[src/cwrc_pkg.sv]
// Purpose: shared constants for the comparator window / round-robin control block
// Assumes: 32-bit AXI4-Lite register bus, 20 MHz clock
// Notes:   offsets are byte addresses, one aligned word per register
package cwrc_pkg;
  // ----------------------------------------------------------------
  // register map
  // ----------------------------------------------------------------
  localparam logic [7:0] CWRC_OFS_CTRL    = 8'h00;
  localparam logic [7:0] CWRC_OFS_MUX     = 8'h04;
  localparam logic [7:0] CWRC_OFS_STATUS  = 8'h08;
  localparam logic [7:0] CWRC_OFS_IRQ_EN  = 8'h0c;
  localparam logic [7:0] CWRC_OFS_RELOAD  = 8'h10;
  localparam logic [7:0] CWRC_OFS_PRESET  = 8'h14;
  localparam logic [7:0] CWRC_OFS_RESULT  = 8'h18;
  localparam logic [7:0] CWRC_OFS_CHANGED = 8'h1c;
  // ----------------------------------------------------------------
  // control fields
  // ----------------------------------------------------------------
  localparam int CTL_EN       = 0;
  localparam int CTL_INV      = 1;
  localparam int CTL_WIN      = 2;
  localparam int CTL_DMA      = 3;
  localparam int CTL_GATE_INV = 4;
  localparam int CTL_EVT_LO   = 5;
  localparam int CTL_FRC_LO   = 7;
  localparam int CTL_RR_EN    = 9;
  localparam int CTL_RR_INT   = 10;
  localparam int CTL_TMR_EN   = 11;
  localparam int MUX_NEG_LO   = 4;
  // status / irq enable bits
  localparam int ST_RISE  = 0;
  localparam int ST_FALL  = 1;
  localparam int ST_RR    = 2;
  localparam int ST_LEVEL = 3;
  localparam logic [31:0] CWRC_CTRL_RST = 32'h0000_0000;
  // ----------------------------------------------------------------
  // encodings and timing
  // ----------------------------------------------------------------
  localparam logic [1:0] EVT_NONE = 2'h0;
  localparam logic [1:0] EVT_RISE = 2'h1;
  localparam logic [1:0] EVT_FALL = 2'h2;
  localparam logic [1:0] EVT_BOTH = 2'h3;
  localparam logic [1:0] FRC_LOW  = 2'h1;
  localparam logic [1:0] FRC_HIGH = 2'h2;
  localparam logic [1:0] RESP_OKAY   = 2'h0;
  localparam logic [1:0] RESP_SLVERR = 2'h2;
  localparam int CLK_KHZ        = 20000;
  localparam int RR_SETTLE_NS   = 100;
  localparam int RR_SETTLE_CALC = (RR_SETTLE_NS * CLK_KHZ + 999999) / 1000000;
  localparam int RR_SETTLE_CYC  = (RR_SETTLE_CALC < 1) ? 1 : RR_SETTLE_CALC;
  typedef enum logic [2:0] {
    RR_IDLE   = 3'b001,
    RR_SETTLE = 3'b010,
    RR_DONE   = 3'b100
  } cwrc_rr_state_t;
endpackage

[src/cwrc_regbus_if.sv]
// Purpose: internal register access path between bus slave and core
// Assumes: single clock domain
// Notes:   wr_en is a one-cycle pulse, read data is combinational
`timescale 1ns/10ps
interface cwrc_regbus_if;
  logic        wr_en;
  logic [7:0]  wr_addr;
  logic [31:0] wr_data;
  logic [3:0]  wr_strb;
  logic        wr_ok;
  logic [7:0]  rd_addr;
  logic [31:0] rd_data;
  logic        rd_ok;
  modport slave (output wr_en, wr_addr, wr_data, wr_strb, rd_addr,
                 input wr_ok, rd_data, rd_ok);
  modport core  (input wr_en, wr_addr, wr_data, wr_strb, rd_addr,
                 output wr_ok, rd_data, rd_ok);
endinterface

[src/cwrc_axil_slave.sv]
// Purpose: AXI4-Lite slave front end
// Assumes: one write and one read outstanding at most
// Notes:   unmapped addresses answer SLVERR
`timescale 1ns/10ps
module cwrc_axil_slave
  import cwrc_pkg::*;
(
  input  wire logic        clk_i,
  input  wire logic        arst_n_i,
  input  wire logic [7:0]  s_awaddr_i,
  input  wire logic        s_awvalid_i,
  output logic             s_awready_o,
  input  wire logic [31:0] s_wdata_i,
  input  wire logic [3:0]  s_wstrb_i,
  input  wire logic        s_wvalid_i,
  output logic             s_wready_o,
  output logic [1:0]       s_bresp_o,
  output logic             s_bvalid_o,
  input  wire logic        s_bready_i,
  input  wire logic [7:0]  s_araddr_i,
  input  wire logic        s_arvalid_i,
  output logic             s_arready_o,
  output logic [31:0]      s_rdata_o,
  output logic [1:0]       s_rresp_o,
  output logic             s_rvalid_o,
  input  wire logic        s_rready_i,
  cwrc_regbus_if.slave     bus
);
  logic aw_have_ff;
  logic w_have_ff;

  assign bus.wr_en   = aw_have_ff & w_have_ff & ~s_bvalid_o;
  assign bus.rd_addr = s_araddr_i;

  // ----------------------------------------------------------------
  // write channel
  // ----------------------------------------------------------------
  always_ff @(posedge clk_i or negedge arst_n_i) begin
    if (!arst_n_i) begin
      s_awready_o <= 1'b1;
      s_wready_o  <= 1'b1;
      aw_have_ff  <= 1'b0;
      w_have_ff   <= 1'b0;
      bus.wr_addr <= 8'h00;
      bus.wr_data <= 32'h0000_0000;
      bus.wr_strb <= 4'h0;
      s_bvalid_o  <= 1'b0;
      s_bresp_o   <= RESP_OKAY;
    end else begin
      if (s_awvalid_i && s_awready_o) begin
        bus.wr_addr <= s_awaddr_i;
        aw_have_ff  <= 1'b1;
        s_awready_o <= 1'b0;
      end
      if (s_wvalid_i && s_wready_o) begin
        bus.wr_data <= s_wdata_i;
        bus.wr_strb <= s_wstrb_i;
        w_have_ff   <= 1'b1;
        s_wready_o  <= 1'b0;
      end
      if (bus.wr_en) begin
        s_bvalid_o <= 1'b1;
        s_bresp_o  <= bus.wr_ok ? RESP_OKAY : RESP_SLVERR;
        aw_have_ff <= 1'b0;
        w_have_ff  <= 1'b0;
      end
      // ready again only after the response is gone
      if (s_bvalid_o && s_bready_i) begin
        s_bvalid_o  <= 1'b0;
        s_awready_o <= 1'b1;
        s_wready_o  <= 1'b1;
      end
    end
  end

  // ----------------------------------------------------------------
  // read channel
  // ----------------------------------------------------------------
  always_ff @(posedge clk_i or negedge arst_n_i) begin
    if (!arst_n_i) begin
      s_arready_o <= 1'b1;
      s_rvalid_o  <= 1'b0;
      s_rdata_o   <= 32'h0000_0000;
      s_rresp_o   <= RESP_OKAY;
    end else if (s_arvalid_i && s_arready_o) begin
      s_arready_o <= 1'b0;
      s_rvalid_o  <= 1'b1;
      s_rdata_o   <= bus.rd_data;
      s_rresp_o   <= bus.rd_ok ? RESP_OKAY : RESP_SLVERR;
    end else if (s_rvalid_o && s_rready_i) begin
      s_rvalid_o  <= 1'b0;
      s_arready_o <= 1'b1;
    end
  end
endmodule // cwrc_axil_slave

[src/cwrc_rr_timer.sv]
// Purpose: reload timer pacing the round-robin scan
// Assumes: reload sampled when the count expires
// Notes:   reload of zero ticks every cycle
`timescale 1ns/10ps
module cwrc_rr_timer #(
  parameter int W = 32
) (
  input  wire logic         clk_i,
  input  wire logic         arst_n_i,
  input  wire logic         enable_i,
  input  wire logic [W-1:0] reload_i,
  output logic              tick_o
);
  logic [W-1:0] count_ff;

  // ----------------------------------------------------------------
  // down counter
  // ----------------------------------------------------------------
  always_ff @(posedge clk_i or negedge arst_n_i) begin
    if (!arst_n_i) begin
      count_ff <= '0;
      tick_o   <= 1'b0;
    end else if (!enable_i) begin
      count_ff <= reload_i;
      tick_o   <= 1'b0;
    end else if (count_ff == '0) begin
      count_ff <= reload_i;
      tick_o   <= 1'b1;
    end else begin
      count_ff <= count_ff - 1'b1;
      tick_o   <= 1'b0;
    end
  end
endmodule // cwrc_rr_timer

[src/cwrc_top.sv]
// Purpose: digital control around a low-power comparator: window, scan, events
// Assumes: comparator result and triggers synchronous to clk_i
// Notes:   analog core, dac, hysteresis and filter live outside
//
// Overview of operation
// - in window mode with gate high, output resamples inverted-or-not result each clock until a close event.
// - in window mode with gate low, output holds the last latched value.
// - without dma, enabled rising or falling events raise the processor interrupt.
// - with dma and event enabled, edges raise a dma request instead.
// - positive and negative selects each cover channels 0..7 independently.
// - scan timer takes any 32-bit reload value, zero to all ones.
// - timer enable acts only with internal trigger selected.
// - one preset bit per channel, all written at once from a mask.
// - latest scan result of every channel readable as one bit vector.
// - per-channel changed flags, any subset cleared by one masked write.
// - gate inversion; close event and forced value apply only in window mode.
// - scan event flag sets when any result differs from its preset bit.
// - close event choice: none, rising, falling or both edges.
// - output level status bit is read-only, ignores write-one-to-clear.
`timescale 1ns/10ps
module cwrc_top
  import cwrc_pkg::*;
#(
  parameter int NCH  = 8,
  parameter int SELW = 3
) (
  input  wire logic            clk_i,
  input  wire logic            arst_n_i,
  input  wire logic [7:0]      s_awaddr_i,
  input  wire logic            s_awvalid_i,
  output logic                 s_awready_o,
  input  wire logic [31:0]     s_wdata_i,
  input  wire logic [3:0]      s_wstrb_i,
  input  wire logic            s_wvalid_i,
  output logic                 s_wready_o,
  output logic [1:0]           s_bresp_o,
  output logic                 s_bvalid_o,
  input  wire logic            s_bready_i,
  input  wire logic [7:0]      s_araddr_i,
  input  wire logic            s_arvalid_i,
  output logic                 s_arready_o,
  output logic [31:0]          s_rdata_o,
  output logic [1:0]           s_rresp_o,
  output logic                 s_rvalid_o,
  input  wire logic            s_rready_i,
  input  wire logic            raw_compare_result_i,
  input  wire logic            window_gate_i,
  input  wire logic            ext_trigger_i,
  output logic [SELW-1:0]      pos_sel_o,
  output logic [SELW-1:0]      neg_sel_o,
  output logic                 compare_output_o,
  output logic                 irq_o,
  output logic                 dma_req_o
);
  cwrc_regbus_if bus ();

  logic [31:0]     ctrl_ff;
  logic [SELW-1:0] pos_ch_ff;
  logic [SELW-1:0] neg_ch_ff;
  logic [2:0]      status_ff;
  logic [2:0]      irq_en_ff;
  logic [31:0]     reload_ff;
  logic [NCH-1:0]  preset_ff;
  logic [NCH-1:0]  result_ff;
  logic [NCH-1:0]  changed_ff;
  logic            raw_prev_ff;
  logic            out_prev_ff;
  logic            closed_ff;
  logic            ext_prev_ff;
  logic [SELW-1:0] ch_ff;
  logic [7:0]      settle_ff;
  cwrc_rr_state_t  rr_state_ff;
  logic            rr_evt_ff;

  logic [31:0]     wmask;
  logic [31:0]     wval;
  logic            raw_compare_result;
  logic            gate;
  logic            close_evt;
  logic            rise_evt;
  logic            fall_evt;
  logic            trig;
  logic            tmr_tick;
  logic            rr_sample;
  logic [1:0]      evt_sel;
  logic [1:0]      frc_val;

  // ----------------------------------------------------------------
  // bus front end and scan timer
  // ----------------------------------------------------------------
  cwrc_axil_slave u_slave (
    .clk_i       (clk_i),
    .arst_n_i    (arst_n_i),
    .s_awaddr_i  (s_awaddr_i),
    .s_awvalid_i (s_awvalid_i),
    .s_awready_o (s_awready_o),
    .s_wdata_i   (s_wdata_i),
    .s_wstrb_i   (s_wstrb_i),
    .s_wvalid_i  (s_wvalid_i),
    .s_wready_o  (s_wready_o),
    .s_bresp_o   (s_bresp_o),
    .s_bvalid_o  (s_bvalid_o),
    .s_bready_i  (s_bready_i),
    .s_araddr_i  (s_araddr_i),
    .s_arvalid_i (s_arvalid_i),
    .s_arready_o (s_arready_o),
    .s_rdata_o   (s_rdata_o),
    .s_rresp_o   (s_rresp_o),
    .s_rvalid_o  (s_rvalid_o),
    .s_rready_i  (s_rready_i),
    .bus         (bus.slave)
  );

  cwrc_rr_timer #(.W(32)) u_timer (
    .clk_i    (clk_i),
    .arst_n_i (arst_n_i),
    .enable_i (ctrl_ff[CTL_RR_EN] & ctrl_ff[CTL_RR_INT] & ctrl_ff[CTL_TMR_EN]),
    .reload_i (reload_ff),
    .tick_o   (tmr_tick)
  );

  // ----------------------------------------------------------------
  // decode
  // ----------------------------------------------------------------
  assign wmask = {{8{bus.wr_strb[3]}}, {8{bus.wr_strb[2]}},
                  {8{bus.wr_strb[1]}}, {8{bus.wr_strb[0]}}};
  assign wval  = bus.wr_data & wmask;

  always_comb begin
    case (bus.wr_addr)
      CWRC_OFS_CTRL, CWRC_OFS_MUX, CWRC_OFS_STATUS, CWRC_OFS_IRQ_EN,
      CWRC_OFS_RELOAD, CWRC_OFS_PRESET, CWRC_OFS_RESULT,
      CWRC_OFS_CHANGED: bus.wr_ok = 1'b1;
      default:          bus.wr_ok = 1'b0;
    endcase
  end

  always_comb begin
    bus.rd_ok   = 1'b1;
    bus.rd_data = 32'h0000_0000;
    case (bus.rd_addr)
      CWRC_OFS_CTRL:    bus.rd_data = ctrl_ff;
      CWRC_OFS_MUX:     bus.rd_data[MUX_NEG_LO +: SELW] = neg_ch_ff;
      CWRC_OFS_STATUS:  bus.rd_data[ST_LEVEL:0] = {compare_output_o, status_ff};
      CWRC_OFS_IRQ_EN:  bus.rd_data[ST_RR:0] = irq_en_ff;
      CWRC_OFS_RELOAD:  bus.rd_data = reload_ff;
      CWRC_OFS_PRESET:  bus.rd_data[NCH-1:0] = preset_ff;
      CWRC_OFS_RESULT:  bus.rd_data[NCH-1:0] = result_ff;
      CWRC_OFS_CHANGED: bus.rd_data[NCH-1:0] = changed_ff;
      default:          bus.rd_ok = 1'b0;
    endcase
    if (bus.rd_addr == CWRC_OFS_MUX) begin
      bus.rd_data[SELW-1:0] = pos_ch_ff;
    end
  end

  // ----------------------------------------------------------------
  // software registers
  // ----------------------------------------------------------------
  always_ff @(posedge clk_i or negedge arst_n_i) begin
    if (!arst_n_i) begin
      ctrl_ff   <= CWRC_CTRL_RST;
      pos_ch_ff <= '0;
      neg_ch_ff <= '0;
      irq_en_ff <= 3'h0;
      reload_ff <= 32'h0000_0000;
      preset_ff <= '0;
    end else if (bus.wr_en) begin
      case (bus.wr_addr)
        CWRC_OFS_CTRL:   ctrl_ff <= (ctrl_ff & ~wmask) | wval;
        CWRC_OFS_MUX: begin
          if (bus.wr_strb[0]) begin
            pos_ch_ff <= bus.wr_data[SELW-1:0];
            neg_ch_ff <= bus.wr_data[MUX_NEG_LO +: SELW];
          end
        end
        CWRC_OFS_IRQ_EN: if (bus.wr_strb[0]) irq_en_ff <= bus.wr_data[ST_RR:0];
        CWRC_OFS_RELOAD: reload_ff <= (reload_ff & ~wmask) | wval;
        CWRC_OFS_PRESET: if (bus.wr_strb[0]) preset_ff <= bus.wr_data[NCH-1:0];
        default: ;
      endcase
    end
  end

  // ----------------------------------------------------------------
  // window path
  // ----------------------------------------------------------------
  assign raw_compare_result = raw_compare_result_i ^ ctrl_ff[CTL_INV];
  assign gate     = window_gate_i ^ ctrl_ff[CTL_GATE_INV];
  assign evt_sel  = ctrl_ff[CTL_EVT_LO +: 2];
  assign frc_val  = ctrl_ff[CTL_FRC_LO +: 2];

  always_comb begin
    case (evt_sel)
      EVT_RISE: close_evt = raw_compare_result & ~raw_prev_ff;
      EVT_FALL: close_evt = ~raw_compare_result & raw_prev_ff;
      EVT_BOTH: close_evt = raw_compare_result ^ raw_prev_ff;
      default:  close_evt = 1'b0;
    endcase
  end

  always_ff @(posedge clk_i or negedge arst_n_i) begin
    if (!arst_n_i) begin
      raw_prev_ff <= 1'b0;
      closed_ff   <= 1'b0;
    end else begin
      raw_prev_ff <= raw_compare_result;
      if (!ctrl_ff[CTL_WIN] || !gate) begin
        closed_ff <= 1'b0;
      end else if (close_evt) begin
        closed_ff <= 1'b1;
      end
    end
  end

  always_ff @(posedge clk_i or negedge arst_n_i) begin
    if (!arst_n_i) begin
      compare_output_o <= 1'b0;
    end else if (!ctrl_ff[CTL_EN]) begin
      compare_output_o <= 1'b0;
    end else if (!ctrl_ff[CTL_WIN]) begin
      compare_output_o <= raw_compare_result;
    end else if (closed_ff) begin
      if (frc_val == FRC_LOW) begin
        compare_output_o <= 1'b0;
      end else if (frc_val == FRC_HIGH) begin
        compare_output_o <= 1'b1;
      end
    end else if (gate) begin
      compare_output_o <= raw_compare_result;
    end
    // gate low holds by falling through
  end

  // ----------------------------------------------------------------
  // events, status, interrupt and dma
  // ----------------------------------------------------------------
  assign rise_evt = compare_output_o & ~out_prev_ff;
  assign fall_evt = ~compare_output_o & out_prev_ff;

  // sticky until write one, set wins
  always_ff @(posedge clk_i or negedge arst_n_i) begin
    if (!arst_n_i) begin
      out_prev_ff <= 1'b0;
      status_ff   <= 3'h0;
    end else begin
      out_prev_ff <= compare_output_o;
      status_ff   <= (status_ff & ~((bus.wr_en && bus.wr_addr == CWRC_OFS_STATUS)
                                    ? wval[ST_RR:0] : 3'h0))
                     | {rr_evt_ff, fall_evt, rise_evt};
    end
  end

  always_ff @(posedge clk_i or negedge arst_n_i) begin
    if (!arst_n_i) begin
      irq_o     <= 1'b0;
      dma_req_o <= 1'b0;
    end else begin
      irq_o     <= (|(status_ff[ST_FALL:ST_RISE] & irq_en_ff[ST_FALL:ST_RISE])
                    & ~ctrl_ff[CTL_DMA])
                   | (status_ff[ST_RR] & irq_en_ff[ST_RR]);
      dma_req_o <= ctrl_ff[CTL_DMA]
                   & |({fall_evt, rise_evt} & irq_en_ff[ST_FALL:ST_RISE]);
    end
  end

  // ----------------------------------------------------------------
  // round-robin scan
  // ----------------------------------------------------------------
  // trigger source choice
  assign trig      = ctrl_ff[CTL_RR_INT] ? tmr_tick : (ext_trigger_i & ~ext_prev_ff);
  assign rr_sample = (rr_state_ff == RR_SETTLE) && (settle_ff == 8'h01);

  always_ff @(posedge clk_i or negedge arst_n_i) begin
    if (!arst_n_i) begin
      rr_state_ff <= RR_IDLE;
      ch_ff       <= '0;
      settle_ff   <= 8'h00;
      ext_prev_ff <= 1'b0;
      rr_evt_ff   <= 1'b0;
    end else begin
      ext_prev_ff <= ext_trigger_i;
      rr_evt_ff   <= 1'b0;
      case (rr_state_ff)
        RR_IDLE: begin
          if (trig && ctrl_ff[CTL_RR_EN] && ctrl_ff[CTL_EN]) begin
            ch_ff       <= '0;
            settle_ff   <= 8'(RR_SETTLE_CYC);
            rr_state_ff <= RR_SETTLE;
          end
        end
        RR_SETTLE: begin
          if (!ctrl_ff[CTL_RR_EN]) begin
            rr_state_ff <= RR_IDLE;
          end else if (rr_sample) begin
            if (ch_ff == SELW'(NCH - 1)) begin
              rr_state_ff <= RR_DONE;
            end else begin
              ch_ff     <= ch_ff + 1'b1;
              settle_ff <= 8'(RR_SETTLE_CYC);
            end
          end else begin
            settle_ff <= settle_ff - 8'h01;
          end
        end
        RR_DONE: begin
          rr_evt_ff   <= |(result_ff ^ preset_ff);
          rr_state_ff <= RR_IDLE;
        end
        default: rr_state_ff <= RR_IDLE;
      endcase
    end
  end

  // per-channel result and changed flag
  for (genvar i = 0; i < NCH; i++) begin : g_ch
    logic hit;
    logic clr;
    assign hit = rr_sample && (ch_ff == SELW'(i));
    assign clr = bus.wr_en && (bus.wr_addr == CWRC_OFS_CHANGED) && wval[i];
    always_ff @(posedge clk_i or negedge arst_n_i) begin
      if (!arst_n_i) begin
        result_ff[i]  <= 1'b0;
        changed_ff[i] <= 1'b0;
      end else begin
        if (hit) begin
          result_ff[i] <= raw_compare_result;
        end
        changed_ff[i] <= (changed_ff[i] & ~clr) | (hit & (raw_compare_result ^ result_ff[i]));
      end
    end
  end

  // scan steps the positive side, negative stays fixed
  always_ff @(posedge clk_i or negedge arst_n_i) begin
    if (!arst_n_i) begin
      pos_sel_o <= '0;
      neg_sel_o <= '0;
    end else begin
      pos_sel_o <= (rr_state_ff == RR_SETTLE) ? ch_ff : pos_ch_ff;
      neg_sel_o <= neg_ch_ff;
    end
  end
endmodule // cwrc_top
[config.mk]
export PLATFORM = sky130hd
export DESIGN_NAME = cwrc_top
export DESIGN_NICKNAME = d
export VERILOG_FILES = /design/src/cwrc_pkg.sv /design/src/cwrc_regbus_if.sv /design/src/cwrc_axil_slave.sv /design/src/cwrc_rr_timer.sv /design/src/cwrc_top.sv
export SDC_FILE = /design/constraint.sdc
export NUM_CORES = 1
export LEC_CHECK = 0
export ABC_AREA = 1
export BUFFER_PORTS_ARGS = -buffer_cell sky130_fd_sc_hd__buf_2
export CORE_ASPECT_RATIO = 1.25
export CORE_UTILIZATION = 45
export CTS_CLUSTER_SIZE = 12
export DETAILED_ROUTE_END_ITERATION = 8
export SETUP_SLACK_MARGIN = 0.5
export SYNTH_ARGS = -nofsm -noshare
export SYNTH_HDL_FRONTEND = slang
export SYNTH_HIERARCHICAL = 1
export SYNTH_SLANG_ARGS = --single-unit
[constraint.sdc]
create_clock -name clk_i -period 2.75 [get_ports clk_i]
set_clock_uncertainty 0.05 [all_clocks]
set_input_delay 0.275 -clock clk_i [delete_from_list [all_inputs] [get_ports clk_i]]
set_output_delay 0.275 -clock clk_i [all_outputs]
set_load 0.01 [all_outputs]
==> results_dict.tcl, run 1 <==
set metrics [dict create \
    antenna_found_initial 0 \
    syn_area_um2 12100 \
    clock-sinks 246 \
    cellPowerDensity_nw_per_um2 917 \
    fmax_ghz 0.444 \
    die_w_um 149 \
    vias_per_cell 5.09 \
    via_count 10172 \
    grt_usage 0.244 \
    yosysTopAreaCell "dfrtp_1" \
    dp_hpwl_mm 23.2 \
    wl_per_cell_um 16.1 \
    period_minus_slack_ns 2.25 \
    final_cell_area_um2 14200 \
    crit_chain "nor2_1 -> inv_1 -> nor4_4 -> nand2_1 -> o21ai_0" \
    io_pins 112 \
    cp-start-kind "register" \
    area_growth_pct 16.9 \
    path_clk_slew_ns 0.06 \
    maxCapViolCount 0 \
    seq_area_frac_synth 0.508 \
    fp.coreArea_um2 26300 \
    diodes 0 \
    grt_pass1_wl_mm 52.5 \
    place_congestion 0.908 \
    final-setup-viol-count 0 \
    drv_slew 0 \
    yosysUniqueCellTypes 39 \
    finalHoldViolations 0 \
    drive_gt1_frac 0.127 \
    cp.arrival_ns 2.63 \
    dieArea_um2 27600 \
    overflow 0 \
    yosysWarnings 6 \
    fin_tns_setup_ns 0 \
    ant_nets 0 \
    start_util 0.462 \
    yosysTopAreaCellShare 0.500 \
    dieHeight_um 185 \
    syn_avg_cell_area_um2 8.11 \
    io_buffers 109 \
    synth-seq-cells 246 \
    syn_inst 1495 \
    synth_flop_cell "dfrtp_1" \
    layout.nets 1715 \
    ir_worst_vdd_mv 0.549 \
    yosys-top-cells-area "dfrtp_1, nand2_1, nand3_1, o21ai_0, inv_1" \
    path_class "register to register" \
    synthArstFlopShare 1.00 \
    clk_path_buf_depth 3 \
    period_share 0.819 \
    hp-class "input pin to register" \
    drt_pass1_iterations 5 \
    drt-total-wl_mm 32.2 \
    cpPeakStageDelay_ns 0.54 \
    cts_buffers 27 \
    final_util 0.540 \
    rows 66 \
    grt_max_degree 69 \
    grt_pass1_vias 9940 \
    htree_levels 1 \
    slew-limit-headroom 0.386 \
    required_ns 3.13 \
    postCtsSetupRepairBufs 0 \
    critPathCaptureType "register" \
    drcViolationCount 0 \
    rsz0062_at_grt "yes" \
    synth_edf_count 0 \
    cts-root-buf "clkbuf_16" \
    worst_path_max_delay_cell "nand2_1" \
    clock_latency_ns 0.54 \
    tritoncts "done" \
    cp_max_fo 16 \
    status "complete, no violations" \
    place_area_um2 12800 \
    fillerInstances 2541 \
    worst_pin_slew_ns 0.915 \
    drtIter0Drc 603 \
    p_leak_nw 7.50 \
]
## per-stage QoR
| stage | setup slack, ns | hold slack (ns) | instances | power (W) |
|---|---|---|---|---|
| detailed placement | 0.522 | 0.246 | 1903 | 0.00939 |
| finish | 0.497 | 0.0329 | 2000 | 0.0130 |
| global placement | 0.546 | 0.244 | 1903 | 0.00932 |
| CTS | 0.502 | 0.0234 | 2000 | 0.0130 |
| global route | 0.328 | 0.0457 | 2000 | 0.0140 |
| floorplan | 0.994 | -0.0706 | 1496 | 0.00816 |
## placed cells by master (no fill, tap or decap), types with 7 or more instances in the layout
| cell type | n |
|---|---|
| clkbuf_1 | 7 |
| inv_1 | 146 |
| buf_2 | 108 |
| nand2_1 | 473 |
| xor2_1 | 21 |
| buf_4 | 18 |
| nand3_1 | 157 |
| nand2_2 | 10 |
| clkbuf_16 | 27 |
| dfrtp_1 | 242 |
| nand4_1 | 10 |
| dlygate4sd3_1 | 49 |
| a22o_1 | 22 |
| nor2_1 | 125 |
| nand3_2 | 7 |
| clkinv_2 | 7 |
| nor3_1 | 9 |
| xnor2_1 | 12 |
| a21oi_1 | 7 |
| o21ai_0 | 141 |
| ha_1 | 12 |
## layout make-up
type	count	area [um^2]	area share
Timing Repair Buffer	179	1240	0.0876
Clock buffer	38	757	0.0534
Tap cell	340	425	0.0300
Inverter	147	552	0.0389
Multi-Input combinational cell	1040	4930	0.348
Clock inverter	10	104	0.00733
Sequential cell	246	6160	0.435
## cell usage after synthesis, types with 2 or more instances
| cell type | n |
|---|---|
| nand3b_1 | 2 |
| buf_6 | 11 |
| o21bai_1 | 3 |
| nand3_1 | 163 |
| xor2_1 | 21 |
| clkbuf_8 | 6 |
| dfrtp_1 | 242 |
| and3_1 | 4 |
| nor2_1 | 125 |
| nand4_1 | 10 |
| inv_1 | 146 |
| ha_1 | 12 |
| o21ai_1 | 2 |
| nand2_2 | 10 |
| nor3_1 | 9 |
| clkbuf_1 | 7 |
| nor2_4 | 3 |
| buf_2 | 14 |
| a21oi_1 | 7 |
| buf_4 | 23 |
| dfstp_2 | 4 |
| nor2_2 | 6 |
| nand2_1 | 473 |
| a22o_1 | 22 |
| o21ai_0 | 141 |
| o21ai_2 | 5 |
| xnor2_1 | 12 |
## per-layer routing
metal / global-route usage / vias to the layer above / routed length, um
met5: 0 / - / 0
met4: 0.0788 / 0 / 858
met3: 0.0282 / 50 / 1260
met2: 0.413 / 214 / 15800
met1: 0.326 / 4856 / 14300
li1: - / 5052 / -
## worst paths after layout
path                                          from              endpoint  slack (ns)  cells after the start
worst max-delay path            u_slave/s_bvalid_o              register        0.50                      5
worst min-delay path                 window_gate_i             closed_ff        0.03                      3
worst max register to register  u_slave/s_bvalid_o              register        0.50                      5
worst min register to register        neg_ch_ff[0]          neg_sel_o[0]        0.36                      0
max in group asynchronous                 arst_n_i   u_slave/s_arready_o        1.63                      3
min in group asynchronous                 arst_n_i  u_slave/s_rresp_o[1]        0.26                      2
## critical path, delay by kind of cell (launching register included)
| family | cells | cell delay (ns) |
|---|---|---|
| AO/OA/AOI/OAI | 1 | 0.37 |
| AND/OR/NAND/NOR | 3 | 1.19 |
| flip-flops | 1 | 0.41 |
| buffers and inverters | 1 | 0.12 |
## timing repair
action / CTS / global route
pin swaps: 0 / 1
resized for setup: 1 / 5
hold buffers: 49 / 0
endpoints found under the setup margin: 1 / 56
endpoints found under the hold margin: 113 / 0
## cell families after synthesis
family	after synthesis	share of synthesized area
and+or+nand+nor	812	0.284
adders and majority gates	12	0.0124
other	1	0.000309
xor gates and xnor gates	33	0.0238
buffers and inverters	210	0.0876
AOI/OAI and AO/OA	181	0.0839
DFF	246	0.508
## report_power, final
part | switching (W) | total (W) | internal [W]
sequential | 0.000664 | 0.00503 | 0.00437
combinational | 0.00293 | 0.00440 | 0.00147
clock | 0.00146 | 0.00356 | 0.00210
total | 0.00506 | 0.0130 | 0.00793
(Power assumes the default switching activity.)
==> run 2, diff against run 1 <==
- clock period: 2.75 -> 2.3 ns (I/O delays scaled with it)
==> results_dict.tcl, run 2 (same netlist as run 1, synthesis figures left out) <==
set metrics [dict create \
    cp.arrival_ns 2.16 \
    internal_power_w 0.0101 \
    io_pins 112 \
    drt_pass1_iterations 5 \
    layout.nets 1760 \
    final_cell_mix "nand2_1, dfrtp_1, nand3_1, inv_1, o21ai_0" \
    p_comb_frac 0.368 \
    p_leak_nw 7.74 \
    tritoncts "done" \
    wl_per_cell_um 16.1 \
    p_seq_frac 0.364 \
    cts-root-buf "clkbuf_16" \
    hp-class "input pin to register" \
    drt-total-wl_mm 32.8 \
    final_common_cell "nand2_1" \
    htree_levels 1 \
    grt_max_degree 65 \
    total_power_w 0.0166 \
    path_clk_slew_ns 0.06 \
    area_growth_pct 21.4 \
    rows 66 \
    grt.busiest_layer "met2" \
    path_class "register to register" \
    rsz0062_at_grt "yes" \
    grtUsageMet3 0.0267 \
    grt_pass1_vias 9713 \
    slew-limit-headroom 0.601 \
    worst_pin_slew_ns 0.599 \
    fp.coreArea_um2 26300 \
    cellPowerDensity_nw_per_um2 1130 \
    clock-sinks 246 \
    drtIter0Drc 638 \
    diodes 0 \
    dieHeight_um 185 \
    maxCapViolCount 0 \
    power_switching_w 0.00644 \
    hold_depth 4 \
    clkPwrFrac 0.268 \
    ant_nets 0 \
    finalHoldViolations 0 \
    dieArea_um2 27600 \
    drcViolationCount 0 \
    grt_usage 0.240 \
    period_minus_slack_ns 1.77 \
    cp_max_fo 5 \
    vias_per_cell 5.00 \
    use_met1 0.320 \
    overflow 0 \
    io_buffers 109 \
    start_util 0.462 \
    clk_path_buf_depth 3 \
    switching_share 0.388 \
    drive_gt1_frac 0.157 \
    antenna_found_initial 0 \
    rr_worst_depth 10 \
    ir_worst_vdd_mv 0.923 \
    cts_buffers 27 \
    grt_pass1_wl_mm 51.7 \
    grt_util_met2 0.409 \
    fmax_ghz 0.566 \
    fillerInstances 2473 \
    dp_hpwl_mm 23.3 \
    place_congestion 0.924 \
    hold_ws_ns 0.0444 \
    status "complete, no violations" \
    fin_tns_setup_ns 0 \
    drv_slew 0 \
    period_share 0.768 \
    required_ns 2.69 \
    clock_latency_ns 0.55 \
    final_util 0.561 \
    die_w_um 149 \
    cp-start-kind "register" \
    final-setup-viol-count 0 \
    via_count 10214 \
    critPathCaptureType "register" \
]
## run 2: cell count changes in the layout (fill, tap and decap cells not counted), moves of 6 or more
cell           before  now
dlygate4sd3_1      49   58
nor2_2              6   14
nand2_1           473  467
buf_4              18   48
nor2_1            125  112
## run 2: power groups by stage
stage | combinational, W | sequential, W | clock (W)
2_1_floorplan | 0.00396 | 0.00580 | 0
3_3_place_gp | 0.00500 | 0.00610 | 0
3_5_place_dp | 0.00505 | 0.00612 | 0
4_1_cts | 0.00523 | 0.00607 | 0.00454
5_1_grt | 0.00690 | 0.00614 | 0.00473
6_report | 0.00610 | 0.00604 | 0.00445
## run 2: metal layers
layer | vias up | routed length [um]
li1 | 5138 | -
met2 | 223 | 16300
met1 | 4801 | 14400
met3 | 52 | 1230
met4 | 0 | 937
met5 | - | 0
## run 2: final timing paths
check,slack (ns),start,end
max,0.53,u_timer/count_ff[2],u_timer/count_ff[17]
max in group asynchronous,1.21,arst_n_i,async pin
max reg2reg,0.53,u_timer/count_ff[2],u_timer/count_ff[17]
min,0.04,raw_compare_result_i,raw_prev_ff
min reg2reg,0.39,rr_evt_ff,status_ff[2]
min in group asynchronous,0.19,arst_n_i,u_slave/s_rdata_o[9]
## run 2: worst max-delay path, stage by stage (launching register included)
cell     delay, ns
dfrtp_1       0.40
nor2_1        0.11
nand2_1       0.15
nor2_2        0.31
nand2_1       0.22
nor2_1        0.17
nand2_1       0.06
nand2_1       0.06
nand2_1       0.05
nand2_1       0.06
inv_1         0.03
## run 2: cell type report
type	instances	area, um^2	share of cell area
clock buffers	38	787	0.0535
clock inverters	8	130	0.00884
inverters	147	552	0.0375
multi-input cells	1043	5060	0.344
flip-flops and latches	246	6170	0.419
well taps	340	425	0.0289
repair buffers	221	1600	0.109
## run 2: per-stage QoR
stage / setup WS (ns) / instances / instance area (um^2)
final: 0.535 / 2043 / 14700
after global routing: 0.429 / 2043 / 14700
after CTS: 0.510 / 2024 / 14400
after detailed placement: 0.320 / 1919 / 12900
after global placement: 0.360 / 1919 / 12900
after floorplan: 0.544 / 1496 / 12100
## run 2: repair_timing
action | in CTS | in global routing
pin swaps | 1 | 6
hold buffers | 58 | 0
setup buffers | 1 | 16
gates resized for setup | 9 | 32
endpoints found under the setup margin | 64 | 110
gates cloned | 0 | 3
hold endpoints to repair | 110 | 0
==> run 3, diff against run 2 <==
- ABC_AREA: 1 -> 0
- clock period: 2.3 -> 1.8 ns (I/O delays scaled with it)
==> results_dict.tcl, run 3 <==
set metrics [dict create \
    ant_nets 0 \
    status "complete, but fails checks" \
    hold_buffers 51 \
    final-setup-viol-count 121 \
    cp.arrival_ns 2.55 \
    final_common_cell "dfrtp_1" \
    worst_pin_slew_ns 0.619 \
    synth_edf_count 0 \
    grt_max_degree 48 \
    htree_levels 1 \
    rsz0062_at_grt "yes" \
    synth_xor_area_frac 0.0355 \
    cp-start-kind "register" \
    syn_avg_cell_area_um2 12.7 \
    clock-sinks 246 \
    synth_most_common_cell "dfrtp_1" \
    critPathBufInv 1 \
    final_cell_mix "dfrtp_1, buf_4, buf_2, mux2_4, mux2_2" \
    drt-total-wl_mm 34.0 \
    die_w_um 145 \
    drcViolationCount 0 \
    cts-root-buf "clkbuf_16" \
    drtIter0Drc 428 \
    grt_pass1_vias 9219 \
    synth-seq-cells 246 \
    yosysTopAreaCellShare 0.524 \
    synth.top_cells.by_count "dfrtp_1, mux2_2, nand2_1" \
    syn_inst 911 \
    fp.coreArea_um2 25200 \
    dieArea_um2 26300 \
    path_clk_slew_ns 0.06 \
    io_buffers 109 \
    io_pins 112 \
    via_count 8888 \
    hp-class "input pin to register" \
    cpPeakStageDelay_ns 0.54 \
    period_minus_slack_ns 2.19 \
    drive_gt1_frac 0.567 \
    grt_pass1_wl_mm 51.2 \
    layout.nets 1375 \
    hold_ws_ns -0.0451 \
    yosysWarnings 6 \
    start_util 0.458 \
    yosysUniqueCellTypes 73 \
    required_ns 2.16 \
    place_congestion 0.813 \
    synth_compound_area_frac 0.0907 \
    crit_chain "nor4_4 -> nand3_1 -> buf_4 -> nor4_1 -> xnor2_1 -> o21ai_2" \
    diodes 0 \
    drv_slew 0 \
    cp_max_fo 6 \
    synth-simple-area-share 0.100 \
    p_leak_nw 8.70 \
    drt_pass1_iterations 5 \
    cellPowerDensity_nw_per_um2 1000 \
    rows 65 \
    area_growth_pct 50.0 \
    tritoncts "done" \
    clk_path_buf_depth 3 \
    yosysTopAreaCell "dfrtp_1" \
    fin_ws_ns -0.389 \
    overflow 0 \
    wl_per_cell_um 20.6 \
    grt_usage 0.252 \
    dp_slack_ns -0.318 \
    synth-adder-area-share 0.0139 \
    vias_per_cell 5.39 \
    maxCapViolCount 0 \
    finalHoldViolations 1 \
    fin_tns_setup_ns -24.43 \
    ir_worst_vdd_mv 0.655 \
    dp_hpwl_mm 20.1 \
    clock_latency_ns 0.54 \
    syn_area_um2 11600 \
    path_class "register to register" \
    critPathTopFamily "simple AND/OR/NAND/NOR gates" \
    synthMuxAreaShare 0.194 \
    slew-limit-headroom 0.583 \
    yosys-top-cells-area "dfrtp_1, mux2_2, mux2_4, xnor2_1, nand2_1" \
    dieHeight_um 181 \
    worst_path_max_delay_cell "nor4_1" \
    fmax_ghz 0.457 \
    cts_buffers 26 \
    period_share 1.22 \
    synth_flop_cell "dfrtp_1" \
    violations "hold timing, setup timing" \
    antenna_found_initial 0 \
    seq_area_frac_synth 0.533 \
    critPathCaptureType "register" \
    synth_top_family_by_area "multiplexers" \
    synthArstFlopShare 1.00 \
]
-- run 3: changes by cell type after synthesis, sizes merged, moves of 22 or more --
cell and change:
nor2 -115, nand2 -404, buf -22, o21ai -102
xnor2 +22, nand3 -157, inv -118, mux2 +167
-- run 3: worst paths after layout --
kind                                      start               endpoint  slack, ns  cells after the start
hold reg to reg                    neg_ch_ff[1]           neg_sel_o[1]       0.36                      0
setup reg to reg            u_timer/count_ff[5]   u_timer/count_ff[24]      -0.39                      6
hold / removal             raw_compare_result_i            raw_prev_ff      -0.05                      3
min in group asynchronous              arst_n_i  u_slave/s_rdata_o[11]       0.10                      2
setup / recovery            u_timer/count_ff[5]   u_timer/count_ff[24]      -0.39                      6
max in group asynchronous              arst_n_i  u_slave/s_rdata_o[26]       0.91                      3
-- run 3: area by class of cell --
class                           count  area (um^2)
Fill cell                        1781         7870
Sequential cell                   246         6170
Multi-Input combinational cell    595         6100
Timing Repair Buffer              404         3730
Clock buffer                       38          767
Tap cell                          335          419
Inverter                           28          105
Clock inverter                      3         43.8
-- run 3: routing by layer --
metal  GRT usage  vias up  routed length [um]
met1       0.293     4537               12900
li1            -     4086                   -
met4      0.0968        0                1390
met5           0        -                   0
met2       0.465      199               18400
met3      0.0364       66                1310
-- run 3: cell families (layout without fill, tap and decap cells) --
group           after synthesis  count (layout)
flops                       246             246
other cells                   1               2
simple gates                204             204
xor+xnor                     46              46
compound gates              151             151
fa+ha+maj                    13              13
mux                         179             179
buf+inv                      71             473
-- run 3: power breakdown --
group	switching, W	internal [W]
Combinational	0.00209	0.00292
Sequential	0.000882	0.00626
Clock	0.00214	0.00306
-- run 3: per-stage QoR --
step	cell area, um^2	total power, W	hold slack, ns	cells	util
after floorplan	12000	0.00916	-0.166	912	-
after global placement	13600	0.0106	0.0712	1434	0.540
after detailed placement	13600	0.0106	0.0721	1434	0.540
after CTS	16500	0.0168	-0.0280	1606	0.653
after global routing	17300	0.0181	-0.0392	1649	0.688
final	17300	0.0173	-0.0451	1649	0.688
-- run 3: what timing repair did --
item                                   CTS  global route
endpoints found under the hold margin  294             1
cloned                                  18             2
buffers inserted                        62            41
gates resized for setup                140           134
pin swaps                               38            35
setup endpoints to repair              245           273
-- run 3: worst min-delay path, cell delays in order --
cell	delay (ns)
buf_2	0.14
xnor2_4	0.09
inv_2	0.09
